$ cat src/design/txd_pkg.sv
/*
 * Shared constants for the transmit descriptor handler: descriptor word
 * field positions, state codes and reset values.
 * Assumes one clock domain and that descriptor words arrive already
 * fetched from system memory by the bus master path.
 */
// Behaviour
// - Buffer address is high byte of word 1 above low word 0.
// - Any buffer alignment and length accepted; no address checks.
// - Word 1 bit 15 ownership: host sets, device clears after sending.
// - Neither party alters an entry after handing over ownership.
// - Bit 14 fault summary is OR of four transmit fault flags.
// - Fault summary goes into whichever descriptor is current at fault.
// - Bit 13 in first buffer forces FCS, ignoring global disable.
// - Without forcing, global disable setting decides FCS generation.
// - Bit 10 waited flag set when channel busy at ready time.
// - Owned descriptors lacking first buffer flag are skipped while hunting.
// - First and last both set means single buffer frame, no chaining.
// - Device never writes the first buffer flag.
// - Bits 7..0 high address byte are only read by the device.
// - Single retry flag set on exactly one retry, invalid on late collision.
package txd_pkg;

    localparam int unsigned WORD_W      = 16;
    localparam int unsigned ADDR_W      = 24;

    localparam int unsigned BIT_OWN     = 15;
    localparam int unsigned BIT_FAULT   = 14;
    localparam int unsigned BIT_FORCE   = 13;
    localparam int unsigned BIT_ONE     = 11;
    localparam int unsigned BIT_WAITED  = 10;
    localparam int unsigned BIT_FIRST   = 9;
    localparam int unsigned BIT_LAST    = 8;
    localparam int unsigned HIGH_MSB    = 7;
    localparam int unsigned HIGH_LSB    = 0;

    localparam logic [15:0] WORD_RST    = 16'h0000;
    localparam logic [23:0] ADDR_RST    = 24'h00_0000;

    typedef enum logic [3:0] {
        TXD_HUNT  = 4'b0001,
        TXD_SEND  = 4'b0010,
        TXD_WB    = 4'b0100,
        TXD_CHAIN = 4'b1000
    } txd_state_e;

endpackage

$ cat src/design/txd_wb_if.sv
/*
 * Carrier between the descriptor controller and the write-back composer.
 * Assumes both ends run on the same clock.
 */
`timescale 1ns/10ps
interface txd_wb_if;
    logic        load;
    logic [15:0] word_in;
    logic        fault;
    logic        waited;
    logic        one_retry;
    logic        final_buf;
    logic [15:0] word_out;

    modport ctrl (output load, output word_in, output fault, output waited,
                  output one_retry, output final_buf, input word_out);
    modport comp (input load, input word_in, input fault, input waited,
                  input one_retry, input final_buf, output word_out);
endinterface

$ cat src/design/txd_wb.sv
/*
 * Write-back composer: builds the returned status word of a descriptor
 * from the fetched word and the collected status, in one register.
 * Assumes load is a one-cycle pulse on the shared clock.
 */
`timescale 1ns/10ps
module txd_wb
    import txd_pkg::*;
(
    input  wire logic i_clk,
    input  wire logic i_rst,
    txd_wb_if.comp    wb
);

    logic [15:0] next_word;

    always_comb begin
        next_word = wb.word_in;
        next_word[BIT_OWN] = 1'b0;
        next_word[BIT_FAULT] = wb.fault;
        next_word[BIT_WAITED] = wb.final_buf & wb.waited;
        next_word[BIT_ONE] = wb.final_buf & wb.one_retry;
        // First, last, force and high address pass unchanged
        next_word[BIT_FIRST] = wb.word_in[BIT_FIRST];
        next_word[HIGH_MSB:HIGH_LSB] = wb.word_in[HIGH_MSB:HIGH_LSB];
    end

    always_ff @(posedge i_clk or posedge i_rst) begin
        if (i_rst) begin
            wb.word_out <= WORD_RST;
        end else if (wb.load) begin
            wb.word_out <= next_word;
        end
    end

endmodule

$ cat src/design/txd_ctrl.sv
/*
 * Transmit descriptor controller: checks ownership and chaining flags of
 * fetched descriptors, hands buffer address and FCS choice to the
 * transmit path, collects fault status and returns the descriptor.
 * Assumes descriptor words, buffer completion and fault events come from
 * logic on the same clock; ring pointer and memory access live outside.
 */
`timescale 1ns/10ps
module txd_ctrl
    import txd_pkg::*;
(
    input  wire logic        i_clk,
    input  wire logic        i_rst,
    input  wire logic        i_desc_valid,
    input  wire logic [15:0] i_desc_word0,
    input  wire logic [15:0] i_desc_word1,
    input  wire logic        i_disable_tx_checksum,
    input  wire logic        i_buf_done,
    input  wire logic        i_underrun,
    input  wire logic        i_late_collision,
    input  wire logic        i_carrier_lost,
    input  wire logic        i_retry_exhausted,
    input  wire logic        i_deferred,
    input  wire logic        i_one_retry,
    input  wire logic        i_wb_ready,
    output logic             o_next_desc,
    output logic             o_repoll,
    output logic             o_buf_start,
    output logic [23:0]      o_buf_addr,
    output logic             o_fcs_enable,
    output logic             o_frame_first,
    output logic             o_frame_last,
    output logic             o_wb_valid,
    output logic [15:0]      o_wb_word1,
    output logic             o_busy
);

    txd_wb_if wb ();

    txd_state_e  state;
    txd_state_e  next_state;
    logic [15:0] cur_word1;
    logic        fault_buf;
    logic        waited_frame;
    logic        one_frame;
    logic        late_frame;

    // Field decoding of the incoming descriptor
    wire owned      = i_desc_word1[BIT_OWN];
    wire first_flag = i_desc_word1[BIT_FIRST];
    wire last_flag  = i_desc_word1[BIT_LAST];
    wire force_fcs  = i_desc_word1[BIT_FORCE];
    wire fault_now  = i_underrun | i_late_collision
                    | i_carrier_lost | i_retry_exhausted;

    wire in_hunt    = (state == TXD_HUNT);
    wire in_send    = (state == TXD_SEND);
    wire in_wb      = (state == TXD_WB);
    wire in_chain   = (state == TXD_CHAIN);

    // Frame start needs both ownership and first buffer flags
    wire take_first = in_hunt & i_desc_valid & owned & first_flag;
    wire skip_desc  = in_hunt & i_desc_valid & owned & ~first_flag;
    wire hunt_wait  = in_hunt & i_desc_valid & ~owned;
    wire take_chain = in_chain & i_desc_valid & owned;
    wire chain_wait = in_chain & i_desc_valid & ~owned;
    wire take_any   = take_first | take_chain;

    // Buffer address from high byte above low word, no alignment check
    wire [23:0] addr_now = {i_desc_word1[HIGH_MSB:HIGH_LSB],
                            i_desc_word0};

    // Per-frame FCS decision, taken from the first buffer only
    wire fcs_now = force_fcs ? 1'b1 : ~i_disable_tx_checksum;

    wire fault_done = fault_buf | fault_now;
    wire wb_accept  = in_wb & i_wb_ready;
    wire buf_end    = in_send & i_buf_done;
    wire frame_end  = cur_word1[BIT_LAST] | wb.word_out[BIT_FAULT];

    always_comb begin
        next_state = state;
        case (state)
            TXD_HUNT: begin
                if (take_first) begin
                    next_state = TXD_SEND;
                end
            end
            TXD_SEND: begin
                if (i_buf_done) begin
                    next_state = TXD_WB;
                end
            end
            TXD_WB: begin
                if (i_wb_ready) begin
                    // Last buffer or fault ends the frame
                    next_state = frame_end ? TXD_HUNT : TXD_CHAIN;
                end
            end
            TXD_CHAIN: begin
                if (take_chain) begin
                    next_state = TXD_SEND;
                end
            end
            default: begin
                next_state = TXD_HUNT;
            end
        endcase
    end

    always_ff @(posedge i_clk or posedge i_rst) begin
        if (i_rst) begin
            state <= TXD_HUNT;
        end else begin
            state <= next_state;
        end
    end

    // Capture the fetched word; it is not touched until write-back
    always_ff @(posedge i_clk or posedge i_rst) begin
        if (i_rst) begin
            cur_word1 <= WORD_RST;
        end else if (take_any) begin
            cur_word1 <= i_desc_word1;
        end
    end

    // Fault summary of the current descriptor only
    always_ff @(posedge i_clk or posedge i_rst) begin
        if (i_rst) begin
            fault_buf <= 1'b0;
        end else if (take_any) begin
            fault_buf <= 1'b0;
        end else if (in_send) begin
            fault_buf <= fault_done;
        end
    end

    // Frame-wide retry and deferral status
    always_ff @(posedge i_clk or posedge i_rst) begin
        if (i_rst) begin
            waited_frame <= 1'b0;
            one_frame    <= 1'b0;
            late_frame   <= 1'b0;
        end else if (take_first) begin
            waited_frame <= 1'b0;
            one_frame    <= 1'b0;
            late_frame   <= 1'b0;
        end else if (in_send) begin
            waited_frame <= waited_frame | i_deferred;
            one_frame    <= one_frame | i_one_retry;
            late_frame   <= late_frame | i_late_collision;
        end
    end

    // Composer load at buffer end, including a fault seen that cycle
    assign wb.load      = buf_end;
    assign wb.word_in   = cur_word1;
    assign wb.fault     = fault_done;
    assign wb.waited    = waited_frame | i_deferred;
    assign wb.one_retry = (one_frame | i_one_retry)
                        & ~(late_frame | i_late_collision);
    assign wb.final_buf = cur_word1[BIT_LAST] | fault_done;

    txd_wb i_txd_wb (
        .i_clk (i_clk),
        .i_rst (i_rst),
        .wb    (wb)
    );

    assign o_wb_word1 = wb.word_out;

    // Ring steering pulses
    always_ff @(posedge i_clk or posedge i_rst) begin
        if (i_rst) begin
            o_next_desc <= 1'b0;
            o_repoll    <= 1'b0;
        end else begin
            o_next_desc <= skip_desc | wb_accept;
            o_repoll    <= hunt_wait | chain_wait;
        end
    end

    // Buffer hand-off pulse and frame activity
    always_ff @(posedge i_clk or posedge i_rst) begin
        if (i_rst) begin
            o_buf_start <= 1'b0;
            o_busy      <= 1'b0;
        end else begin
            o_buf_start <= take_any;
            o_busy      <= (next_state != TXD_HUNT);
        end
    end

    // Write-back request stands until accepted
    always_ff @(posedge i_clk or posedge i_rst) begin
        if (i_rst) begin
            o_wb_valid <= 1'b0;
        end else begin
            o_wb_valid <= buf_end | (in_wb & ~i_wb_ready);
        end
    end

    // Buffer steering stands until the next hand-off
    always_ff @(posedge i_clk or posedge i_rst) begin
        if (i_rst) begin
            o_buf_addr    <= ADDR_RST;
            o_frame_first <= 1'b0;
            o_frame_last  <= 1'b0;
        end else if (take_any) begin
            o_buf_addr    <= addr_now;
            o_frame_first <= take_first;
            o_frame_last  <= last_flag;
        end
    end

    // FCS choice made once per frame, at its first buffer
    always_ff @(posedge i_clk or posedge i_rst) begin
        if (i_rst) begin
            o_fcs_enable <= 1'b0;
        end else if (take_first) begin
            o_fcs_enable <= fcs_now;
        end
    end

endmodule

$ cat config.mk
export PLATFORM = sky130hd
export DESIGN_NAME = txd_ctrl
export DESIGN_NICKNAME = d
export VERILOG_FILES = /design/src/design/txd_pkg.sv /design/src/design/txd_wb_if.sv /design/src/design/txd_wb.sv /design/src/design/txd_ctrl.sv
export SDC_FILE = /design/constraint.sdc
export NUM_CORES = 1
export LEC_CHECK = 0
export ABC_AREA = 1
export BUFFER_PORTS_ARGS = -buffer_cell sky130_fd_sc_hd__buf_2
export CORE_ASPECT_RATIO = 2
export CORE_MARGIN = 2
export CORE_UTILIZATION = 51
export DETAILED_ROUTE_END_ITERATION = 16
export PLACE_DENSITY = 0.93
export SLEW_MARGIN = 30
export SYNTH_ARGS = -nofsm -noshare
export SYNTH_HDL_FRONTEND = slang
export SYNTH_SLANG_ARGS = --single-unit
$ cat constraint.sdc
create_clock -name i_clk -period 3.6 [get_ports i_clk]
set_input_delay 0.72 -clock i_clk [delete_from_list [all_inputs] [get_ports i_clk]]
set_output_delay 0.72 -clock i_clk [all_outputs]
set_load 0.005 [all_outputs]
==> results of run 1 <==
[cells in the final DEF (no fill, tap or decap), types with 2 or more instances in the layout]
cell / count
nand2_1: 109
buf_2: 87
dfrtp_1: 57
nand3_1: 34
inv_1: 15
nor2_1: 12
clkbuf_8: 10
o21ai_0: 8
a21oi_1: 4
clkinv_2: 3
nand4_1: 2
clkinv_4: 2
clkinvlp_4: 2
buf_4: 2
[per-stage QoR]
stage	util [%]	power [mW]	instance area, µm²
after global placement	61.42	1.590	2824
after CTS	65.33	2.163	3004
after detailed placement	61.42	1.633	2824
after global routing	65.36	2.292	3005
final	65.36	2.145	3005
after floorplan	-	1.390	2445
[worst max-delay path by stage]
stage	slack (ns)	start	endpoint	depth (start not counted)
2_1_floorplan	1.45	i_rst	cur_word1[0]	1
3_3_place_gp	1.41	i_desc_word1[15]	o_buf_addr[1]	5
3_5_place_dp	1.34	i_desc_word1[15]	o_buf_addr[4]	5
4_1_cts	1.40	state[0]	o_buf_addr[4]	6
5_1_grt	1.17	state[0]	o_buf_addr[15]	6
6_report	1.41	state[0]	o_buf_addr[4]	6
[state kept, by name, summed over array words and instances, names as in the netlist]
| name | count |
|---|---|
| o_fcs_enable | 1 |
| o_frame_first | 1 |
| fault_buf | 1 |
| i_txd_wb.wb.word_out | 15 |
| state | 4 |
| o_busy | 1 |
| one_frame | 1 |
| late_frame | 1 |
| o_repoll | 1 |
| waited_frame | 1 |
| o_buf_addr | 16 |
| o_buf_start | 1 |
| o_wb_valid | 1 |
| cur_word1 | 12 |
| o_next_desc | 1 |
[power by group through the flow]
stage / Sequential [mW] / Clock (mW) / Combinational [mW]
after global placement: 1.03 / 0 / 0.560
after global routing: 1.07 / 0.562 / 0.661
after floorplan: 1.04 / 0 / 0.347
after detailed placement: 1.05 / 0 / 0.587
after CTS: 1.04 / 0.538 / 0.588
final: 1.04 / 0.531 / 0.576
[layer usage]
layer	GRT usage [%]	vias up
met2	38.27	68
met3	5.117	9
met4	11.44	0
met5	0	-
met1	25.20	960
li1	-	1020
[layout make-up]
class | instances | share of cell area (%)
flip-flops and latches | 58 | 48.33
multi-input cells | 180 | 26.23
repair buffers | 89 | 14.99
clock buffers | 10 | 4.580
well taps | 55 | 2.290
inverters | 17 | 2.165
clock inverters | 6 | 1.415
[cell families (layout without fill, tap and decap cells)]
kind of cell	Yosys count	in the layout	share of synthesized area, %
compound gates	16	16	3.583
simple gates	163	163	28.51
other cells	1	1	0.1534
buf+inv	37	122	8.341
flops	58	58	59.42
[worst min-delay path, cell delays in order (launching register included)]
cell and delay [ns]:
dfrtp_1 0.34, nand2_1 0.05, nand2_1 0.04
==> metrics.md, run 1 <==
| Metric | Value |
|---|---|
| Status | completed |
| Peak Freq | 456.0 MHz |
| Num CTS Buffers | 9 |
| DR WL met3 | 257 µm |
| Reg2reg end | o_buf_addr[4] |
| FF-to-FF setup slack | 1.41 ns |
| Die height | 101.9 µm |
| First-pass GRT wire length | 8769 µm |
| Post-CTS Hold Buffers | 0 |
| Worst Setup Start Kind | register |
| Post-synth EDFFs | 0 |
| Post_cts resized | 0 |
| Min-delay src | i_txd_wb.wb.word_out[6] |
| Gr ovfl total | 0 |
| Unrepaired setup endpoints after global routing | false |
| Fin cells | 415 |
| Comb power frac | 26.9% |
| Crit path largest cell delay | 0.65 ns |
| Psw | 705.4 µW |
| Post-CTS setup buffers | 0 |
| DRC viols | 0 |
| Mapped Area | 2445 µm² |
| Cell Int Power | 1.440 mW |
| Count leader, synth | nand2_1 |
| Antenna Violating Nets Remaining | 0 |
| Area share of the largest cell type after synthesis | 58.34% |
| Io pins | 92 |
| Clk network pwr share | 24.7% |
| Clk sinks | 58 |
| Register area | 1453 µm² |
| Yosys synthesis warning count | 0 |
| Hold Path Depth | 2 |
| Net Count, Synth | 319 |
| Multi-input gate area | 788.3 µm² |
| Total track usage | 22.34% |
| Core Area | 4598 µm² |
| H-tree depth | 3 |
| Sequential power share | 48.4% |
| Sequential share of the synthesized area | 59.42% |
| Reg2Reg Depth | 6 |
| Syn_area_per_cell | 8.890 µm² |
| Largest net degree at the start of global routing | 46 |
| Final clock skew | 0.007233 ns |
| Max-cap violations | 0 |
| Clock transition at path regs | 0.07 ns |
| CP endpoint kind | register |
| Port bufs | 87 |
| CTS tree | built |
| Clock Tree Buf Depth | 2 |
| Root buf cell | clkbuf_8 |
| Routed met2 length | 3043 µm |
| Hold Vio Cnt, Final | 0 |
| CP top delay family | simple AND/OR/NAND/NOR gates |
| Relative slew slack | 51.02% |
| Worst-Skew Late Latency | 0.33 ns |
| Final setup viols | 0 |
| Total negative slack | 0 ns |
| Vias in the first global route | 2010 |
| Worst path bufs/invs | 0 |
| R2r startpoint | state[0] |
| Final Max Slew Viols | 0 |
| M1 WL | 2030 µm |
| Initial core utilization | 53.17% |
| Sw Share | 32.88% |
| Leak | 1.752 nW |
| Final net count | 399 |
| First-pass iteration count of the detailed router | 4 |
| Inserted Diodes | 0 |
| Top cells by count, synth | 109 x nand2_1, 57 x dfrtp_1, 34 x nand3_1 |
| Layout cell share with drive strength beyond 1 | 31.39% |
| CP dominant cell by count | nand2_1 |
| Filler instances | 403 |
| Critical path arrival | 2.46 ns |
| PwrDens | 713.8 nW/µm² |
| Place WS | 1.339 ns |
| Slowest library cell on the worst path | nand2_2 |
| Synth area leader | dfrtp_1 |
| CP cell instances | nand2_1 -> nor2_2 -> nand4_4 -> nand2_2 -> nand2_1 -> nand2_1 |
| Cells after Synth | 275 |
| Worst hold slack | 0.4648 ns |
| Worst VDD drop | 0.4639 mV |
| Synth-to-layout area growth | 22.93% |
| Post-Route WL | 5470 µm |
| Tcrit/Tclk final | 60.91% |
| Fin crit period | 2.193 ns |
| WS Path Type | register to register |
| Worst Slack Setup Final | 1.407 ns |
| CP required | 3.86 ns |
| Crit-path max FO | 35 |
| Die area | 5397 µm² |
| DR iter-0 viols | 37 |
| Synth top area cells | dfrtp_1 58%, nand2_1 17%, nand3_1 7.0% |
| HP Class | register to register |
| Detailed Place HPWL | 3898 µm |
| Routed WL per cell | 13.18 µm |
| Most used DFF post-synth | dfrtp_1 |
| Cells after DPL | 399 |
| Cell Rows | 35 |
| Via count | 2057 |
| Post-synthesis register bit count | 58 |
| Initial antenna violation count | 0 |
| RD Place Congestion | 0.8457 |
| FFs w/ async S/R, synth | 100.0% |
| Post-DR vias/cell | 4.957 |
| Hold EP | i_txd_wb.wb.word_out[6] |
| Highest routed layer | met4 |
| Slew at the pin with the worst max-slew slack | 0.7339 ns |
| Distinct cells, synth | 25 |
| Die width | 52.96 µm |
Power figures use the tool's default switching activity.
==> inputs of run 2 (changes only) <==
--- a/config.mk
+++ b/config.mk
@@ -9,9 +9,9 @@
 export BUFFER_PORTS_ARGS = -buffer_cell sky130_fd_sc_hd__buf_2
 export CORE_ASPECT_RATIO = 2
 export CORE_MARGIN = 2
-export CORE_UTILIZATION = 51
+export CORE_UTILIZATION = 48
 export DETAILED_ROUTE_END_ITERATION = 16
-export PLACE_DENSITY = 0.93
+export PLACE_DENSITY = 0.89
 export SLEW_MARGIN = 30
 export SYNTH_ARGS = -nofsm -noshare
 export SYNTH_HDL_FRONTEND = slang
==> constraint.sdc (replaced) <==
create_clock -name i_clk -period 2.1 [get_ports i_clk]
set_input_delay 0.42 -clock i_clk [delete_from_list [all_inputs] [get_ports i_clk]]
set_output_delay 0.42 -clock i_clk [all_outputs]
set_load 0.005 [all_outputs]
==> run 2 against run 1 <==
Effect of this change: flip-flop and latch count is the same; utilization shrank 3.5 points; power grew 72%; sequential share of layout area shrank 0.50 points; clock skew grew 0.00071 ns; non-clock buffer count grew 2; clock-buffer cell count grew 4; critical path depth is the same; via count grew 1.3%; final area grew 1.0%.
==> metrics.md, run 2 (same netlist as run 1, synthesis figures left out) <==
| Metric | Value |
|---|---|
| Status | completed |
| Final net count | 401 (+0.50%) |
| Detailed Place HPWL | 4078 µm (+4.6%) |
| Post-CTS setup buffers | 0 (unchanged) |
| Sequential power share | 48.1% (-0.3 points) |
| CP required | 2.36 ns (-1.50 ns) |
| Clock Tree Buf Depth | 2 (unchanged) |
| Largest register FFs | 16 (unchanged) |
| Initial core utilization | 49.80% (-3.4 points) |
| Sw Share | 31.27% (-1.6 points) |
| PwrDens | 1217 nW/µm² (+70%) |
| Total track usage | 22.45% (+0.11 points) |
| Core Area | 4910 µm² (+6.8%) |
| Slew at the pin with the worst max-slew slack | 0.5666 ns (-0.1674 ns) |
| CTS tree | built |
| Initial antenna violation count | 0 (unchanged) |
| Layout cell share with drive strength beyond 1 | 31.22% (-0.17 points) |
| Via count | 2083 (+1.3%) |
| Fin cells | 419 (+0.96%) |
| FF-to-FF setup slack | 0.48 ns (-0.93 ns) |
| Root buf cell | clkbuf_8 |
| DR iter-0 viols | 52 (+41%) |
| Biggest register | o_buf_addr |
| Critical path arrival | 1.88 ns (-0.58 ns) |
| RD Place Congestion | 0.8474 (+0.20%) |
| Largest net degree at the start of global routing | 35 (-24%) |
| Unrepaired setup endpoints after global routing | false |
| Most frequent cells in the layout | 109 x nand2_1, 87 x buf_2, 57 x dfrtp_1, 34 x nand3_1, 15 x inv_1 |
| Post-CTS Hold Buffers | 0 (unchanged) |
| Biggest regs | o_buf_addr: 16 flops, i_txd_wb.wb.word_out: 15 flops, cur_word1: 12 flops |
| Final clock skew | 0.007944 ns (+0.0007109 ns) |
| Cell Int Power | 2.539 mW (+76%) |
| Reg2Reg Depth | 6 (unchanged) |
| Worst hold slack | 0.1467 ns (-0.3181 ns) |
| Tcrit/Tclk final | 77.27% (+16 points) |
| Filler instances | 442 (+9.7%) |
| Io pins | 92 (unchanged) |
| Die width | 54.47 µm (+2.8%) |
| Vias in the first global route | 2132 (+6.1%) |
| Synth-to-layout area growth | 24.21% |
| Cell Rows | 36 (+2.9%) |
| Routed WL per cell | 13.30 µm (+0.91%) |
| Fin crit period | 1.623 ns (-0.5701 ns) |
| Antenna Violating Nets Remaining | 0 (unchanged) |
| Post-DR vias/cell | 4.971 (+0.30%) |
| Worst-Skew Late Latency | 0.32 ns (about the same) |
| Cells after DPL | 403 (+1.0%) |
| Comb power frac | 26.9% (about the same) |
| CP endpoint kind | register |
| Leak | 1.774 nW (+1.3%) |
| Power Total | 3.695 mW (+72%) |
| DRC viols | 0 (unchanged) |
| Post_cts resized | 0 (unchanged) |
| Inserted Diodes | 0 (unchanged) |
| Commonest non-fill, non-tap cell in the layout | nand2_1 |
| Worst Setup Start Kind | register |
| Hold Vio Cnt, Final | 0 (unchanged) |
| Gr ovfl total | 0 (unchanged) |
| Total negative slack | 0 ns (unchanged) |
| H-tree depth | 3 (unchanged) |
| Clk sinks | 58 (unchanged) |
| Relative slew slack | 62.17% (+11 points) |
| Final setup viols | 0 (unchanged) |
| HP Class | primary input to asynchronous set/reset pin |
| Clock transition at path regs | 0.06 ns (about the same) |
| Num CTS Buffers | 9 (unchanged) |
| R2r startpoint | state[0] |
| Port bufs | 87 (unchanged) |
| Clk network pwr share | 25.0% (+0.3 points) |
| Psw | 1.155 mW (+64%) |
| Crit-path max FO | 30 (-14%) |
| Worst VDD drop | 0.7660 mV (+65%) |
| Final Max Slew Viols | 0 (unchanged) |
| Die height | 104.9 µm (+3.0%) |
| WS Path Type | register to register |
| First-pass GRT wire length | 9301 µm (+6.1%) |
| Peak Freq | 616.3 MHz (+35%) |
| First-pass iteration count of the detailed router | 4 (unchanged) |
| Die area | 5715 µm² (+5.9%) |
| Post-Route WL | 5573 µm (+1.9%) |
| Max-cap violations | 0 (unchanged) |
| Reg2reg end | o_buf_addr[15] |
==> run 2: cell types whose count changed in the layout (fill, tap and decap cells not counted), moves of 2 or more <==
cell | previous run | this run
clkbuf_1 | 0 | 2
clkinvlp_4 | 2 | 0
clkinv_4 | 2 | 0
clkbuf_8 | 10 | 12
==> run 2: cell type report <==
| class | instances | area, µm² | area share, % |
|---|---|---|---|
| tap | 57 | 71.32 | 2.349 |
| timing repair buffer | 91 | 478.0 | 15.74 |
| clock buffer | 14 | 172.7 | 5.686 |
| inverter | 17 | 63.81 | 2.101 |
| multi-input combinational | 180 | 788.3 | 25.96 |
| clock inverter | 2 | 10.01 | 0.3296 |
| sequential | 58 | 1453 | 47.84 |
==> run 2: worst max-delay path, stage by stage (launching register included) <==
cell and delay [ns]:
dfstp_2 0.55, nand2_1 0.07, nor2_2 0.20, nand4_4 0.10
nand2_2 0.44, nand2_1 0.11, nand2_1 0.08
==> run 2: how the worst max path moves through the flow <==
stage                   from                  endpoint
floorplan              i_rst              cur_word1[0]
global placement    state[0]              cur_word1[8]
detailed placement  state[0]            o_buf_addr[15]
CTS                 state[0]            o_buf_addr[15]
global route        state[2]  i_txd_wb.wb.word_out[10]
finish              state[0]            o_buf_addr[15]
==> run 2: through the flow <==
stage	area, µm²	util [%]	setup slack (ns)
floorplan	2445	-	0.2537
global placement	2854	58.13	0.5302
detailed placement	2854	58.13	0.4656
CTS	3037	61.85	0.4559
global route	3037	61.85	0.2874
finish	3037	61.85	0.4773
==> run 2: power groups by stage <==
stage	sequential [mW]	clock, mW	combinational, mW
2_1_floorplan	1.79	0	0.595
4_1_cts	1.78	0.941	1.02
6_report	1.78	0.923	0.994
3_3_place_gp	1.77	0	0.966
3_5_place_dp	1.79	0	1.02
5_1_grt	1.83	0.987	1.14
==> run 2: per-layer routing <==
| layer | share of wire (%) | up-vias | global-route usage (%) |
|---|---|---|---|
| li1 | - | 1022 | - |
| met1 | 36 | 986 | 23.71 |
| met2 | 57 | 65 | 39.07 |
| met3 | 3.7 | 10 | 5.571 |
| met4 | 2.4 | 0 | 10.36 |
| met5 | 0 | - | 0 |
